File: config.mk
export PLATFORM = sky130hd
export DESIGN_NAME = cmp_ctrl
export DESIGN_NICKNAME = d
export VERILOG_FILES = /design/src/logic/cmp_ctrl_pkg.sv /design/src/logic/cmp_sync_if.sv /design/src/logic/cmp_input_sync.sv /design/src/logic/cmp_ctrl.sv
export SDC_FILE = /design/constraint.sdc
export NUM_CORES = 1
export LEC_CHECK = 0
export BUFFER_PORTS_ARGS = -buffer_cell sky130_fd_sc_hd__buf_2
export CORE_ASPECT_RATIO = 0.5
export CORE_MARGIN = 2
export CORE_UTILIZATION = 41
export DETAILED_ROUTE_END_ITERATION = 6
export GPL_TIMING_DRIVEN = 0
export PLACE_DENSITY = 0.78
export SKIP_LAST_GASP = 1
export SLEW_MARGIN = 15
export SYNTH_ARGS = -nofsm -noshare
export SYNTH_HDL_FRONTEND = slang
export SYNTH_SLANG_ARGS = --single-unit
File: constraint.sdc
create_clock -name pclk -period 1.75 [get_ports pclk]
set_input_delay 0.35 -clock pclk [delete_from_list [all_inputs] [get_ports pclk]]
set_output_delay 0.35 -clock pclk [all_outputs]
set_load 0.005 [all_outputs]
File: src/logic/cmp_ctrl_pkg.sv
`default_nettype none
package cmp_ctrl_pkg;

    // ------------------------------------------------------------
    // register map
    // ------------------------------------------------------------
    localparam logic [11:0] CTRL_OFFSET = 12'h000;
    localparam logic [11:0] INT_OFFSET  = 12'h004;
    localparam logic [11:0] DIR_OFFSET  = 12'h008;
    localparam logic [11:0] PORT_OFFSET = 12'h00C;

    // ------------------------------------------------------------
    // comparator_control fields
    // ------------------------------------------------------------
    localparam int CTRL_CMP2_STATUS_BIT = 7;
    localparam int CTRL_CMP1_STATUS_BIT = 6;
    localparam int CTRL_CMP2_INV_BIT    = 5;
    localparam int CTRL_CMP1_INV_BIT    = 4;
    localparam int CTRL_IN_SWITCH_BIT   = 3;
    localparam int CTRL_MODE_MSB        = 2;
    localparam int CTRL_MODE_LSB        = 0;

    // ------------------------------------------------------------
    // interrupt register fields
    // ------------------------------------------------------------
    localparam int INT_FLAG_BIT       = 0;
    localparam int INT_CMP_EN_BIT     = 1;
    localparam int INT_PERIPH_EN_BIT  = 2;
    localparam int INT_GLOBAL_EN_BIT  = 3;

    // ------------------------------------------------------------
    // pin positions within the port
    // ------------------------------------------------------------
    localparam int PIN_CMP1_OUT = 1;
    localparam int PIN_CMP2_OUT = 2;

    // ------------------------------------------------------------
    // reset values
    // ------------------------------------------------------------
    localparam logic [7:0] CTRL_RESET = 8'h00;
    localparam logic [3:0] INT_RESET  = 4'h0;
    localparam logic [7:0] DIR_RESET  = 8'hFF;

    // ------------------------------------------------------------
    // modes
    // ------------------------------------------------------------
    typedef enum logic [2:0] {
        MODE_RESET   = 3'b000,
        MODE_1       = 3'b001,
        MODE_2       = 3'b010,
        MODE_3       = 3'b011,
        MODE_4       = 3'b100,
        MODE_5       = 3'b101,
        MODE_INT_REF = 3'b110,
        MODE_OFF     = 3'b111
    } cmp_mode_e;

    // per-mode tables, one byte (analog mask) or two bits (routing) per mode
    localparam logic [63:0] ANALOG_MASK_TABLE = 64'h007E_7E7E_7E7E_7E7E;
    localparam logic [15:0] PIN_ROUTE_TABLE   = 16'h0000;

endpackage
`default_nettype wire

File: src/logic/cmp_sync_if.sv
`timescale 1ns/1ps
`default_nettype none
interface cmp_sync_if #(
    parameter int WIDTH = 10
);
    logic [WIDTH-1:0] raw;
    logic [WIDTH-1:0] synced;

    modport syncer
    (
        input  raw,
        output synced
    );
    modport user
    (
        output raw,
        input  synced
    );
endinterface
`default_nettype wire

File: src/logic/cmp_input_sync.sv
`timescale 1ns/1ps
`default_nettype none
module cmp_input_sync #(
    parameter int WIDTH = 10
)
(
    // clock and reset
    input  wire logic    pclk,
    input  wire logic    presetn,
    // raw and synchronised levels
    cmp_sync_if.syncer   sif
);

    typedef struct packed {
        logic [WIDTH-1:0] stage1;
        logic [WIDTH-1:0] stage2;
    } sync_state_s;

    sync_state_s state_reg;
    sync_state_s state_next;

    always_comb
    begin
        state_next        = state_reg;
        state_next.stage1 = sif.raw;
        state_next.stage2 = state_reg.stage1;
    end

    always_ff @(posedge pclk or negedge presetn)
    begin
        if (!presetn)
        begin
            state_reg <= '0;
        end
        else
        begin
            state_reg <= state_next;
        end
    end

    assign sif.synced = state_reg.stage2;

endmodule
`default_nettype wire

File: src/logic/cmp_ctrl.sv
// Summary of operation
// non-inverted output high when plus exceeds minus
// bit5 inverts comparator 2, bit4 comparator 1
// bits 7,6 show outputs, read-only
// three-bit mode field selects eight mux modes
// mode 110 input switch picks alternate inputs
// mode 110 feeds internal reference to plus
// outputs may glitch after mode change
// software disables interrupt before changing mode
// flag sets on output versus latched mismatch
// write 0 clears flag, write 1 sets
// request needs all three enables; flag regardless
// control access relatches; mismatch keeps setting flag
// change during control read may be missed
// comparators and interrupt work during sleep, wake
// mode 111 powers both comparators off
// wake leaves control register unchanged
// reset loads mode 000, comparators powered down
// routed pins carry unsynchronised comparator output
// direction bits still enable routed pin drivers
// port read returns 0 on analog pins
// comparator outputs pass two-flop synchroniser
// per-mode pin maps held in parameter tables
//
// The placing of the registers and the APB register port were decided locally.
`timescale 1ns/1ps
`default_nettype none
module cmp_ctrl #(
    parameter logic [63:0] ANALOG_MASK_TABLE = cmp_ctrl_pkg::ANALOG_MASK_TABLE,
    parameter logic [15:0] PIN_ROUTE_TABLE   = cmp_ctrl_pkg::PIN_ROUTE_TABLE
)
(
    // clock and reset
    input  wire logic        pclk,
    input  wire logic        presetn,
    // apb slave
    input  wire logic        psel,
    input  wire logic        penable,
    input  wire logic        pwrite,
    input  wire logic [11:0] paddr,
    input  wire logic [31:0] pwdata,
    input  wire logic [3:0]  pstrb,
    output logic [31:0]      prdata,
    output logic             pready,
    output logic             pslverr,
    // analog comparator outputs, asynchronous
    input  wire logic        cmp1_raw,
    input  wire logic        cmp2_raw,
    // port pin levels, asynchronous
    input  wire logic [7:0]  port_pin_in,
    // analog mux and power control
    output logic [2:0]       comparator_mode_field,
    output logic [1:0]       cmp_power_en,
    output logic             ref_to_noninv,
    output logic             input_switch_alt,
    output logic [7:0]       analog_pin_mask,
    // comparator output pins
    output logic             cmp1_output_pin_o,
    output logic             cmp1_output_pin_oe,
    output logic             cmp2_output_pin_o,
    output logic             cmp2_output_pin_oe,
    // interrupt and wake
    output logic             irq,
    output logic             wake_request
);

    // ------------------------------------------------------------
    // state
    // ------------------------------------------------------------
    typedef struct packed {
        logic [1:0]  invert;
        logic        input_switch;
        logic [2:0]  mode;
        logic        flag;
        logic        cmp_int_enable;
        logic        peripheral_int_enable;
        logic        global_int_enable;
        logic [7:0]  port_direction_bits;
        logic [1:0]  latched;
        logic [31:0] rdata;
    } ctrl_state_s;

    ctrl_state_s state_reg;
    ctrl_state_s state_next;

    // ------------------------------------------------------------
    // table lookups
    // ------------------------------------------------------------
    function automatic logic [7:0] mask_of(input logic [2:0] mode);
        mask_of = ANALOG_MASK_TABLE[{mode, 3'b000} +: 8];
    endfunction

    function automatic logic [1:0] route_of(input logic [2:0] mode);
        route_of = PIN_ROUTE_TABLE[{mode, 1'b0} +: 2];
    endfunction

    function automatic logic powered(input logic [2:0] mode);
        powered = (mode != cmp_ctrl_pkg::MODE_RESET) && (mode != cmp_ctrl_pkg::MODE_OFF);
    endfunction

    // ------------------------------------------------------------
    // input synchroniser
    // ------------------------------------------------------------
    cmp_sync_if #(.WIDTH(10)) sif ();

    assign sif.raw = {port_pin_in, cmp2_raw, cmp1_raw};

    cmp_input_sync #(
        .WIDTH (10)
    ) u_sync (
        .pclk    (pclk),
        .presetn (presetn),
        .sif     (sif)
    );

    logic [1:0] cmp_synced;
    logic [7:0] pins_synced;

    assign cmp_synced  = sif.synced[1:0];
    assign pins_synced = sif.synced[9:2];

    // ------------------------------------------------------------
    // comparator outputs after polarity
    // ------------------------------------------------------------
    logic       is_powered;
    logic [1:0] cmp_status;
    logic [1:0] route;

    assign is_powered = powered(state_reg.mode);
    // plus above minus reads high unless inverted; off comparators read low
    assign cmp_status = is_powered ? (cmp_synced ^ state_reg.invert) : 2'b00;
    assign route      = route_of(state_reg.mode);

    // ------------------------------------------------------------
    // bus decode
    // ------------------------------------------------------------
    logic setup_phase;
    logic access_phase;
    logic hit_ctrl;
    logic hit_int;
    logic hit_dir;
    logic hit_port;
    logic hit_any;
    logic wr_en;

    assign setup_phase  = psel && !penable;
    assign access_phase = psel && penable;
    assign hit_ctrl     = (paddr == cmp_ctrl_pkg::CTRL_OFFSET);
    assign hit_int      = (paddr == cmp_ctrl_pkg::INT_OFFSET);
    assign hit_dir      = (paddr == cmp_ctrl_pkg::DIR_OFFSET);
    assign hit_port     = (paddr == cmp_ctrl_pkg::PORT_OFFSET);
    assign hit_any      = hit_ctrl || hit_int || hit_dir || hit_port;
    // only the low byte lane carries register bits
    assign wr_en        = access_phase && pwrite && pstrb[0];

    assign pready  = 1'b1;
    assign pslverr = access_phase && !hit_any;

    // ------------------------------------------------------------
    // next state
    // ------------------------------------------------------------
    logic [1:0] mismatch;

    // comparator changes since the last control access; persists until relatched
    assign mismatch = cmp_status ^ state_reg.latched;

    always_comb
    begin
        state_next       = state_reg;
        state_next.rdata = 32'h0000_0000;

        // read data captured in setup so it is a flop in access
        if (setup_phase && !pwrite)
        begin
            if (hit_ctrl)
            begin
                state_next.rdata[cmp_ctrl_pkg::CTRL_CMP2_STATUS_BIT] = cmp_status[1];
                state_next.rdata[cmp_ctrl_pkg::CTRL_CMP1_STATUS_BIT] = cmp_status[0];
                state_next.rdata[cmp_ctrl_pkg::CTRL_CMP2_INV_BIT]    = state_reg.invert[1];
                state_next.rdata[cmp_ctrl_pkg::CTRL_CMP1_INV_BIT]    = state_reg.invert[0];
                state_next.rdata[cmp_ctrl_pkg::CTRL_IN_SWITCH_BIT]   = state_reg.input_switch;
                state_next.rdata[cmp_ctrl_pkg::CTRL_MODE_MSB:cmp_ctrl_pkg::CTRL_MODE_LSB] = state_reg.mode;
            end
            else if (hit_int)
            begin
                state_next.rdata[cmp_ctrl_pkg::INT_FLAG_BIT]      = state_reg.flag;
                state_next.rdata[cmp_ctrl_pkg::INT_CMP_EN_BIT]    = state_reg.cmp_int_enable;
                state_next.rdata[cmp_ctrl_pkg::INT_PERIPH_EN_BIT] = state_reg.peripheral_int_enable;
                state_next.rdata[cmp_ctrl_pkg::INT_GLOBAL_EN_BIT] = state_reg.global_int_enable;
            end
            else if (hit_dir)
            begin
                state_next.rdata[7:0] = state_reg.port_direction_bits;
            end
            else if (hit_port)
            begin
                // analog pins read low whatever their level
                state_next.rdata[7:0] = pins_synced & ~mask_of(state_reg.mode);
            end
        end

        // control register: status bits ignore writes
        if (wr_en && hit_ctrl)
        begin
            state_next.invert[1]    = pwdata[cmp_ctrl_pkg::CTRL_CMP2_INV_BIT];
            state_next.invert[0]    = pwdata[cmp_ctrl_pkg::CTRL_CMP1_INV_BIT];
            state_next.input_switch = pwdata[cmp_ctrl_pkg::CTRL_IN_SWITCH_BIT];
            state_next.mode         = pwdata[cmp_ctrl_pkg::CTRL_MODE_MSB:cmp_ctrl_pkg::CTRL_MODE_LSB];
        end

        // any control access ends the mismatch; a change landing in the same
        // cycle still sets the flag before the relatch clears it
        if (access_phase && hit_ctrl)
        begin
            state_next.latched = cmp_status;
        end

        if (wr_en && hit_int)
        begin
            state_next.flag                  = pwdata[cmp_ctrl_pkg::INT_FLAG_BIT];
            state_next.cmp_int_enable        = pwdata[cmp_ctrl_pkg::INT_CMP_EN_BIT];
            state_next.peripheral_int_enable = pwdata[cmp_ctrl_pkg::INT_PERIPH_EN_BIT];
            state_next.global_int_enable     = pwdata[cmp_ctrl_pkg::INT_GLOBAL_EN_BIT];
        end

        if (wr_en && hit_dir)
        begin
            state_next.port_direction_bits = pwdata[7:0];
        end

        // set beats clear: a live mismatch keeps re-raising the flag.
        // mode-change glitches set it too; software masks around them
        if (|mismatch)
        begin
            state_next.flag = 1'b1;
        end
    end

    // ------------------------------------------------------------
    // registers; no sleep input, so wake never disturbs them
    // ------------------------------------------------------------
    always_ff @(posedge pclk or negedge presetn)
    begin
        if (!presetn)
        begin
            state_reg                       <= '0;
            state_reg.invert                <= cmp_ctrl_pkg::CTRL_RESET[cmp_ctrl_pkg::CTRL_CMP2_INV_BIT:cmp_ctrl_pkg::CTRL_CMP1_INV_BIT];
            state_reg.input_switch          <= cmp_ctrl_pkg::CTRL_RESET[cmp_ctrl_pkg::CTRL_IN_SWITCH_BIT];
            state_reg.mode                  <= cmp_ctrl_pkg::MODE_RESET;
            state_reg.flag                  <= cmp_ctrl_pkg::INT_RESET[cmp_ctrl_pkg::INT_FLAG_BIT];
            state_reg.cmp_int_enable        <= cmp_ctrl_pkg::INT_RESET[cmp_ctrl_pkg::INT_CMP_EN_BIT];
            state_reg.peripheral_int_enable <= cmp_ctrl_pkg::INT_RESET[cmp_ctrl_pkg::INT_PERIPH_EN_BIT];
            state_reg.global_int_enable     <= cmp_ctrl_pkg::INT_RESET[cmp_ctrl_pkg::INT_GLOBAL_EN_BIT];
            state_reg.port_direction_bits   <= cmp_ctrl_pkg::DIR_RESET;
        end
        else
        begin
            state_reg <= state_next;
        end
    end

    // ------------------------------------------------------------
    // outputs
    // ------------------------------------------------------------
    assign prdata                = state_reg.rdata;
    assign comparator_mode_field = state_reg.mode;
    // comparators keep running in sleep; only modes 000 and 111 stop them
    assign cmp_power_en          = {2{is_powered}};
    assign ref_to_noninv         = (state_reg.mode == cmp_ctrl_pkg::MODE_INT_REF);
    assign input_switch_alt      = (state_reg.mode == cmp_ctrl_pkg::MODE_INT_REF) && state_reg.input_switch;
    assign analog_pin_mask       = mask_of(state_reg.mode);

    // straight from the comparator, no synchroniser in the path
    assign cmp1_output_pin_o  = is_powered && (cmp1_raw ^ state_reg.invert[0]);
    assign cmp2_output_pin_o  = is_powered && (cmp2_raw ^ state_reg.invert[1]);
    // direction bit low means drive, as for an ordinary port pin
    assign cmp1_output_pin_oe = route[0] && !state_reg.port_direction_bits[cmp_ctrl_pkg::PIN_CMP1_OUT];
    assign cmp2_output_pin_oe = route[1] && !state_reg.port_direction_bits[cmp_ctrl_pkg::PIN_CMP2_OUT];

    assign irq          = state_reg.flag && state_reg.cmp_int_enable
                          && state_reg.peripheral_int_enable && state_reg.global_int_enable;
    assign wake_request = state_reg.flag && state_reg.cmp_int_enable;

endmodule
`default_nettype wire

Word level (Yosys, flattened, before mapping)
Cells that the tools add are included.
{"block": "totals", "inputBits": 63, "reg_bits": 48, "wordCells": 65, "output_inout_bits": 55}
{"block": "classes", "bitwise": 6, "n_shift": 2, "muxes": 9, "eq_ne": 5, "n_reduce_logical": 31}
{"operator": "variable part select 64 x 7 -> 8 bit, first input constant", "n": 1}
{"operator": "two-way mux 8 bit", "n": 4}
{"operator": "equality test 12 x 4 -> 1 bit, second input constant", "n": 2}
{"operator": "logical AND 1 bit", "n": 19}
{"operator": "variable part select 16 x 5 -> 2 bit, first input constant", "n": 1}
{"operator": "equality test 12 x 3 -> 1 bit, second input constant", "n": 1}
{"operator": "zero test 12 bit", "n": 1}
{"operator": "two-way mux 4 bit", "n": 3}
{"operator": "AND 8 bit", "n": 1}
{"operator": "NOT 8 bit", "n": 1}
{"operator": "zero test 1 bit", "n": 5}
{"operator": "bitwise XOR 2 bit", "n": 2}
{"operator": "equality test 3 bit, second input constant", "n": 1}
{"operator": "logical OR 1 bit", "n": 3}
{"operator": "!= test 3 bit, second input constant", "n": 1}
{"operator": "nonzero test 3 bit", "n": 1}
{"operator": "two-way mux 2 bit", "n": 1}
{"operator": "nonzero test 2 bit", "n": 1}
{"operator": "OR reduction 2 bit", "n": 1}
{"operator": "bitwise XOR 1 bit", "n": 2}
{"operator": "two-way mux 1 bit", "n": 1}

Longest topological paths before layout
Gate-level depths: netlist (run 1).
{"block": "depth", "depth_word": 8, "depth_mapped": 7, "mapped_depth_nobuf": 6}

Modules after synthesis
From an unflattened synthesis (run 1), not the netlist that was laid out.
{"block": "unflattened", "cells_unflattened": 206, "area_unflattened_um2": 2348.5}
{"module": "cmp_ctrl", "area_each_um2": 1848.0, "n_inst": 1, "cells_per_inst": 186, "seq_area_each_um2": 710.7}
{"module": "cmp_input_sync", "area_each_um2": 500.5, "n_inst": 1, "cells_per_inst": 20, "seq_area_each_um2": 500.5}

Worst setup path before layout (run 1)
No wires, ideal clock.
{"block": "synth_path", "kind": "input to register", "from": "input port paddr[11]", "to": "register state_reg[34] (netlist bit)", "slack_ns": -0.011, "t_arrival_ns": 1.679, "setup_ns": 0.082, "path_buffers": 0, "required_time_ns": 1.668, "cell_stages": 4, "cell_sequence": "nor4_4 nand3_1 nor4_4 mux2_2"}
{"block": "synth_via", "elab_chain_len": 2}
{"item": "start, declared", "line": "cmp_ctrl.sv:40", "rtl": "input wire logic [11:0] paddr,"}
{"item": "equality test 12 x 4 -> 1 bit", "line": "cmp_ctrl.sv:150", "rtl": "assign hit_dir = (paddr == cmp_ctrl_pkg::DIR_OFFSET);"}
{"item": "logical AND 1 bit", "line": "cmp_ctrl.sv:226", "rtl": "if (wr_en && hit_dir)"}
{"item": "end signal, assigned", "line": "cmp_ctrl.sv:258", "rtl": "state_reg <= state_next;"}
{"item": "end, declared", "line": "cmp_ctrl.sv:83", "rtl": "ctrl_state_s state_reg;"}
No other way between the ends.
A chain may end at the register's enable or synchronous reset.

Worst setup path after layout (run 1)
{"block": "layout_path", "from": "register state_reg, in the netlist comparator_mode_field[2]", "to": "output port cmp_power_en[0]"}
{"block": "layout_via", "elab_chain_len": 2, "word_cells_on_any_way": 3, "classes_between": "1 x eq/ne; 2 x reduce/logical"}
{"item": "!= test 3 bit or nonzero test 3 bit (tied branches)", "line": "cmp_ctrl.sv:98", "rtl": "powered = (mode != cmp_ctrl_pkg::MODE_RESET) && (mode != cmp_ctrl_pkg::MODE_OFF);"}
{"item": "logical AND 1 bit (*)", "line": "cmp_ctrl.sv:98"}
{"item": "end, declared", "line": "cmp_ctrl.sv:53", "rtl": "output logic [1:0] cmp_power_en,"}
Mark *: on every way between the ends. The rest lies on a longest branch, timed or not.

==> flow_summary.ini, run 1 <==
[yosys]
syn_inst = 207
synthFlopType = dfrtp_1
yosysWarnings = 0
synth-seq-cells = 48
synth-edff-count = 0
ys_seq_area_share_pct = 51.3
avgSynthCellArea_um2 = 11.4
netlist_area_um2 = 2360
synth_top_area_share_pct = 42.4
synth.distinct_cells = 36
synth_top_cell_by_area = dfrtp_1
synth.area.top_cells = dfrtp_1, buf_4, dfstp_2
async_flop_share_pct = 100

[clock_tree]
clockBufferDepth = 2
cts_root_buffer = clkbuf_16
clkSinkCount = 48
cts_tree = done
cts_max_level = 2
path_clk_slew_ns = 0.06
numCtsBuffers = 5
clkLatencyLatePin_ns = 0.28

[placement]
dp.cells = 366
dp_hpwl_mm = 3.47
portBuffers = 59
place_congestion = 0.824

[worst_setup_path]
crit_chain = or3_4 > nand2_4 > inv_2 > buf_4 > buf_2
critPathMaxFanout = 4
cp_num_buf_inv = 3
crit_path_top_delay_cell = or3_4
crit_path_end_kind = output pin
cp.arrival_ns = 1.46
cp_top_family = simple AND/OR/NAND/NOR gates
worstSetupPathType = reg -> out
crit_required_ns = 1.40
cp-start-kind = register
max_stage_delay_ns = 0.41

[grt]
overflow = 0
antenna_found_initial = 0
grt_use_total_pct = 15.3
grt_pass1_wl_mm = 7.68
grt_pass1_vias = 1674
grt_start_max_net_pins = 49

[status]
failed_checks = setup timing
status = finished, violations left

[drt]
via_count = 1753
firstDrtPassIters = 4
antenna_left = 0
viasPerCell = 4.52
drt_iter0_drc = 77
wire_per_inst_um = 13.0
drcViolationCount = 0
routed_wl_mm = 5.05

[timing]
finalClockSkew_ns = 0.00190
max_slew_margin_pct = 32.6
max_freq_ghz = 0.552
timing.final.crit_share_pct = 103
min_period_ns = 1.81
drv_slew = 0
hold_viol = 0
whs_ns = 0.165
fin_setup_tns_ns = -0.208
grt_setup_unrepaired = true
setup_violations = 4
fin_ws_ns = -0.0608
tightest_slew_ns = 1.01

[cells_and_area]
fin_util_pct = 57.1
layout.nets = 377
largest_reg_flops = 17
final_layout_size_suffix_gt1_share_pct = 52.7
fillers = 441
final_common_cell = buf_4
stdcell_count = 388
layout_common_cells = buf_4, buf_2, dfrtp_1, conb_1, mux2_2
area_growth_pct = 33.6
diodes = 0

[die]
io_pins = 118
core_um2 = 5520
die_area_um2 = 6420
initial_core_util_pct = 42.8
die_width_um = 111
die_h_um = 57.6
num_rows = 19

[power]
power_uw = 2280
leakage_uw = 0.00164
worst_ir_drop_vdd_mv = 0.461
p_per_area_nw_per_um2 = 724

[min_path]
min_path_type = in -> reg

[job]
cap_viol_max_count = 0
-- report_power, final --
group / leakage (uW) / switching (uW) / internal [uW]
combinational: 0.000972 / 98.9 / 88.3
sequential: 0.000590 / 7.40 / 1130
clock: 0.0000741 / 382 / 571
-- per-layer routing --
metal	vias up	wire, um	GRT usage (%)
li1	851	-	-
met4	0	112	8.64
met5	-	0	0
met3	14	361	3.35
met2	82	2400	26.6
met1	806	2180	18.3
-- metrics by stage --
stage                     worst slack (ns)  area (um^2)
after floorplan                    -0.0110         2460
after global placement              -0.322         2850
after detailed placement            -0.355         2850
after CTS                          -0.0690         3090
after global routing               -0.0906         3150
final                              -0.0608         3150
-- final cells by class --
cell class	count	area [um^2]	area share [%]
Inverter	7	28.8	0.913
Clock inverter	1	8.76	0.278
Sequential cell	48	1210	38.4
Clock buffer	7	143	4.53
Buffer	52	373	11.8
Timing Repair Buffer	74	412	13.1
Multi-Input combinational cell	126	885	28.1
Tap cell	73	91.3	2.90
-- cells by family after synthesis --
family                 Yosys count  share of synthesized area [%]
XOR/XNOR                         6                           2.81
AO/OA/AOI/OAI                   21                           5.94
flip-flops                      48                           51.3
buffers and inverters           60                           17.0
multiplexers                    20                           9.38
other                            2                          0.318
AND/OR/NAND/NOR                 50                           13.2
-- path summary, 6_finish.rpt --
| check | startpoint | endpoint | slack, ns | cells past startpoint |
|---|---|---|---|---|
| max | comparator_mode_field[2]$_DFFE_PN0P_ | cmp_power_en[0] | -0.06 | 5 |
| min | port_pin_in[5] | u_sync.state_next[7]$_DFF_PN0_ | 0.17 | 1 |
| max reg2reg | comparator_mode_field[2]$_DFFE_PN0P_ | prdata[7]$_DFF_PN0_ | 0.08 | 6 |
| min reg2reg | u_sync.state_next[7]$_DFF_PN0_ | u_sync.sif.synced[7]$_DFF_PN0_ | 0.35 | 0 |
| max in group asynchronous | presetn | u_sync.state_next[5]$_DFF_PN0_ | 0.89 | 1 |
| min in group asynchronous | presetn | u_sync.state_next[7]$_DFF_PN0_ | 0.24 | 1 |
-- Yosys cell counts, drive strengths merged (2+ instances only) --
master and number:
mux2 17, inv 7, o41ai 2, conb 2
and3 2, buf 47, dfrtp 40, nand3b 3
nand4 5, dfstp 8, a31oi 6, a21oi 2
nor2 16, nand3 3, a41oi 2, and2 2
mux2i 3, xnor2 4, nor4 6, o21ai 6
clkbuf 6, nand2 6
-- timing repair --
action,4_1_cts,5_1_grt
hold buffers,0,0
buffers inserted,9,6
gates resized for setup,10,6
pin swaps,5,4
endpoints found under the setup margin,23,19
gates cloned,0,0
No activity file was read; power rests on OpenSTA's default activity.
==> run 2: changes to the inputs <==
- SYNTH_HIERARCHICAL: not set -> 1
==> run 2 against run 1 <==
  * The flow still finishes with violations (setup timing)
  * Synthesized cell count down 0.48%
  * Via count up 3.1%
  * First-iteration DRC count up 95%
  * Largest power group unchanged
==> flow_summary.ini, run 2 <==
[cells_and_area]
area_growth_pct = 38.3
final_layout_size_suffix_gt1_share_pct = 56.4
layout_common_cells = buf_2, buf_4, dfrtp_1, conb_1, mux2_2
layout.nets = 374
final_common_cell = buf_2
largest_reg_flops = 17
diodes = 0

[yosys]
synth-xor-area-share_pct = 2.24
synth-compound-area-share_pct = 6.66
synth-edff-count = 0
synth_top_cell_by_area = dfrtp_1
synthSimpleGateAreaFrac_pct = 10.5
avgSynthCellArea_um2 = 11.4
synth_top_family_by_area = buffers and inverters
async_flop_share_pct = 100
synth_mux_area_share_pct = 11.3
synth_top_area_share_pct = 42.6
ys_seq_area_share_pct = 51.6
synth_adder_area_share_pct = 0
synth-seq-cells = 48
netlist_area_um2 = 2350
synth.area.top_cells = dfrtp_1, buf_4, mux2_2
syn_inst = 206
synth_commonest_cells = buf_4, dfrtp_1, mux2_2, nor2_1
synthFlopType = dfrtp_1
yosysMostFrequentCell = buf_4
synth.distinct_cells = 41
yosysWarnings = 6

[timing]
max_freq_ghz = 0.527
hold_viol = 0
max_slew_margin_pct = 32.9
timing.final.crit_share_pct = 108
min_period_ns = 1.90
setup_violations = 5
drv_slew = 0
tightest_slew_ns = 1.01
grt_setup_unrepaired = true
finalClockSkew_ns = 0.00598
fin_ws_ns = -0.147

[grt]
met2_usage_pct = 27.2
use_met3_pct = 4.36
grt_use_total_pct = 15.9
antenna_found_initial = 0
met1_usage_pct = 19.7
grt_pass1_wl_mm = 7.95
top_usage_layer = met2
grt_start_max_net_pins = 49
grt_pass1_vias = 1624
overflow = 0

[power]
seqPwrFrac_pct = 49.5
power_uw = 2300
leakage_uw = 0.00164
pwr-share-comb_pct = 8.5
p_switching_uw = 509
p_int_uw = 1790
clkPwrFrac_pct = 42.0
p_per_area_nw_per_um2 = 709
worst_ir_drop_vdd_mv = 0.499
sw_frac_of_total_pct = 22.1

[die]
core_um2 = 5520
io_pins = 118
num_rows = 19
initial_core_util_pct = 42.6
die_h_um = 57.5
die_width_um = 111
die_area_um2 = 6390

[worst_setup_path]
crit_required_ns = 1.40
ff2ff_path_depth = 6
rrSetupSlack_ns = 0.10
critPathMaxFanout = 4
critPathLaunch = comparator_mode_field[1]$_DFFE_PN0P_
cp.arrival_ns = 1.55
cp-start-kind = register
r2r-end = state_reg[45]$_DFFE_PN0P_
worstSetupPathType = reg -> out
endpoint = cmp2_output_pin_o
rr_startpoint = comparator_mode_field[1]$_DFFE_PN0P_
crit_path_end_kind = output pin

[clock_tree]
path_clk_slew_ns = 0.06
clkLatencyLatePin_ns = 0.28
cts_max_level = 2
cts_root_buffer = clkbuf_16
clockBufferDepth = 2
cts_tree = done
numCtsBuffers = 5
clkSinkCount = 48

[placement]
place_congestion = 0.811
dp_slack_ns = -0.339
dp_hpwl_mm = 3.67
portBuffers = 61

[min_path]
min_path_type = in -> reg

[drt]
firstDrtPassIters = 4
antenna_left = 0
drcViolationCount = 0
via_count = 1808
viasPerCell = 4.70
routed_wl_mm = 5.47
drt_iter0_drc = 150
wire_per_inst_um = 14.2

[job]
cap_viol_max_count = 0

[status]
failed_checks = setup timing
status = finished, violations left
-- run 2: worst min-delay path by stage --
| stage | from | to | slack, ns | depth (start not counted) |
|---|---|---|---|---|
| 2_1_floorplan | presetn | comparator_mode_field[0]$_DFFE_PN0P_ | 0.05 | 0 |
| 3_3_place_gp | u_sync/state_next[4]$_DFF_PN0_ | u_sync/sif.synced[4]$_DFF_PN0_ | 0.33 | 0 |
| 3_5_place_dp | u_sync/state_next[1]$_DFF_PN0_ | u_sync/sif.synced[1]$_DFF_PN0_ | 0.34 | 0 |
| 4_1_cts | port_pin_in[6] | u_sync/state_next[8]$_DFF_PN0_ | 0.16 | 1 |
| 5_1_grt | port_pin_in[5] | u_sync/state_next[7]$_DFF_PN0_ | 0.16 | 1 |
| 6_report | port_pin_in[0] | u_sync/state_next[2]$_DFF_PN0_ | 0.17 | 1 |
-- run 2: area by class of cell --
class / instances / area (um^2)
fillers: 443 / 2270
flip-flops and latches: 48 / 1210
multi-input cells: 124 / 958
repair buffers: 72 / 404
plain buffers: 52 / 394
clock buffers: 6 / 139
well taps: 73 / 91.3
inverters: 8 / 32.5
clock inverters: 2 / 13.8
-- run 2: routing by layer --
layer	part of all wire, %	wire (um)	up-vias
met4	2.6	142	0
li1	-	-	833
met1	39	2150	854
met2	49	2670	103
met3	9.3	508	18
met5	0	0	-
-- run 2: timing repair --
action | 4_1_cts | 5_1_grt
resized for setup | 14 | 18
pin swaps | 3 | 5
buffers inserted | 8 | 4
endpoints found under the setup margin | 18 | 29
hold buffers | 0 | 0
-- run 2: cells by family after synthesis --
logic type,count (synthesis)
other,2
xor gates and xnor gates,6
and+or+nand+nor,43
DFF,48
buffers and inverters,61
muxes,24
AOI/OAI and AO/OA,22
-- run 2: worst max-delay path, cell delays in order, from the launching register on --
cell and delay (ns):
dfrtp_2 0.45, or3_4 0.43, nand2_4 0.10, buf_6 0.11
nor2_1 0.04, buf_2 0.13
-- run 2: power groups by stage --
stage | Combinational [uW] | Clock (uW) | Sequential [uW]
floorplan | 99.5 | 0 | 1160
global route | 216 | 1040 | 1140
CTS | 184 | 985 | 1140
detailed placement | 182 | 0 | 1160
finish | 196 | 967 | 1140
global placement | 179 | 0 | 1160
-- run 2: through the flow --
step	hold slack, ns	instances	instance area, um^2	util (%)	TNS, ns
floorplan	0.0544	233	2470	-	0
global placement	0.334	367	2860	51.9	-5.95
detailed placement	0.336	367	2860	51.9	-6.84
CTS	0.162	382	3120	56.6	-0.383
global route	0.156	385	3250	58.9	-1.08
finish	0.166	385	3250	58.9	-0.527
==> run 3: changes to the inputs <==
==> constraint.sdc (replaced) <==
create_clock -name pclk -period 1.75 [get_ports pclk]
set_input_delay 0.0875 -clock pclk [delete_from_list [all_inputs] [get_ports pclk]]
set_output_delay 0.0875 -clock pclk [all_outputs]
set_load 0.005 [all_outputs]
==> run 3 against run 2 <==
  * The run ends with hold timing left
  * Final cell count rose by 0.78%
  * Combinational power about the same
  * Sequential power about the same
  * Cell area decreased by 3.2%
  * Via count decreased by 1.7%
  * Register-to-register slack improved by 0.10 ns
  * Worst hold slack got worse by 0.17 ns
  * Critical path type unchanged
  * Largest cell class unchanged
==> flow_summary.ini, run 3 (synthesis results as in run 2) <==
[status]
status = finished, violations left
failed_checks = hold timing

[timing]
drv_slew = 0
max_slew_margin_pct = 31.3
hold_viol = 12
fin_ws_ns = 0.0799
finalClockSkew_ns = 0.00655
timing.final.crit_share_pct = 95.4
setup_violations = 0
max_freq_ghz = 0.599
min_period_ns = 1.67
whs_ns = -0.00685
grt_setup_unrepaired = false
tightest_slew_ns = 1.03

[clock_tree]
cts_tree = done
clkLatencyLatePin_ns = 0.28
path_clk_slew_ns = 0.06
cts_max_level = 2
cts_root_buffer = clkbuf_16
clkSinkCount = 48
numCtsBuffers = 5
clockBufferDepth = 2

[worst_setup_path]
worstSetupPathType = reg -> out
r2r-end = state_reg[45]$_DFFE_PN0P_
cp-start-kind = register
cp.arrival_ns = 1.58
max_stage_delay_ns = 0.43
critPathLaunch = comparator_mode_field[0]$_DFFE_PN0P_
cp_num_buf_inv = 3
ff2ff_path_depth = 5
rrSetupSlack_ns = 0.20
critPathMaxFanout = 5
rr_startpoint = comparator_mode_field[0]$_DFFE_PN0P_
crit_path_top_delay_cell = dfrtp_2
crit_path_end_kind = output pin
cp_top_family = simple AND/OR/NAND/NOR gates
crit_chain = or3_4 > nand2_4 > inv_1 > buf_4 > buf_2
crit_required_ns = 1.66

[power]
power_uw = 2270
p_per_area_nw_per_um2 = 722
worst_ir_drop_vdd_mv = 0.434
leakage_uw = 0.00161

[cells_and_area]
area_growth_pct = 33.9
largest_reg_flops = 17
layout.nets = 377
stdcell_count = 388
layout_common_cells = buf_2, buf_4, dfrtp_1, conb_1, mux2_2
diodes = 0
final_layout_size_suffix_gt1_share_pct = 49.8
fillers = 466
final_common_cell = buf_2

[job]
cap_viol_max_count = 0

[drt]
wire_per_inst_um = 12.9
via_count = 1778
drcViolationCount = 0
firstDrtPassIters = 5
viasPerCell = 4.58
antenna_left = 0
routed_wl_mm = 5.01
drt_iter0_drc = 124

[grt]
grt_use_total_pct = 15.4
grt_pass1_vias = 1657
grt_start_max_net_pins = 49
grt_pass1_wl_mm = 7.80
antenna_found_initial = 0
overflow = 0

[die]
initial_core_util_pct = 42.6
die_area_um2 = 6390
die_width_um = 111
io_pins = 118
core_um2 = 5520
num_rows = 19
die_h_um = 57.5

[placement]
place_congestion = 0.845
portBuffers = 61
dp_hpwl_mm = 3.53
dp.cells = 367
dp_slack_ns = -0.156

[min_path]
min_path_type = in -> async
==> run 3: changes by cell type in the layout (fill, tap and decap cells not counted), sizes merged <==
cell         delta
clkbuf          +2
inv             -1
dlygate4sd3    +10
buf             -7
clkinv          -1
==> run 3: report_power, final <==
part	total (uW)	internal, uW	switching, uW
Clock	931	569	362
Sequential	1140	1130	6.93
Combinational	199	101	97.3
Total	2270	1810	466
==> run 3: layout make-up <==
type | count | area (um^2) | share of cell area [%]
multi-input cells | 124 | 856 | 27.2
well taps | 73 | 91.3 | 2.90
flip-flops and latches | 48 | 1210 | 38.6
repair buffers | 74 | 428 | 13.6
plain buffers | 53 | 378 | 12.0
clock buffers | 8 | 146 | 4.66
inverters | 8 | 30.0 | 0.955
==> run 3: layer usage <==
metal	routed length, um	global-route usage [%]	share of wire, %
met1	2010	19.2	40
met2	2520	26.4	50
met3	434	4.36	8.7
met4	35	5.64	0.70
met5	0	0	0
==> run 3: repair_timing <==
action / 4_1_cts / 5_1_grt
hold buffers: 10 / 0
hold endpoints to repair: 10 / 0
cloned: 0 / 0
setup buffers: 0 / 3
endpoints found under the setup margin: 5 / 2
resized for setup: 3 / 5
==> run 3: per-stage QoR <==
stage / util [%] / TNS, ns / instance area (um^2)
6_report: 57.0 / 0 / 3140
5_1_grt: 57.0 / 0 / 3140
4_1_cts: 56.3 / 0 / 3110
3_5_place_dp: 51.6 / -2.11 / 2850
3_3_place_gp: 51.6 / -1.17 / 2850
2_1_floorplan: - / 0 / 2450
==> run 3: worst max path at each step <==
stage	cells past startpoint	slack (ns)	to
2_1_floorplan	5	0.24	prdata[0]$_DFF_PN0_
3_3_place_gp	6	-0.1	prdata[0]$_DFF_PN0_
3_5_place_dp	6	-0.16	prdata[0]$_DFF_PN0_
4_1_cts	5	0.006	cmp_power_en[1]
5_1_grt	5	0.02	cmp_power_en[1]
6_report	5	0.08	cmp_power_en[1]
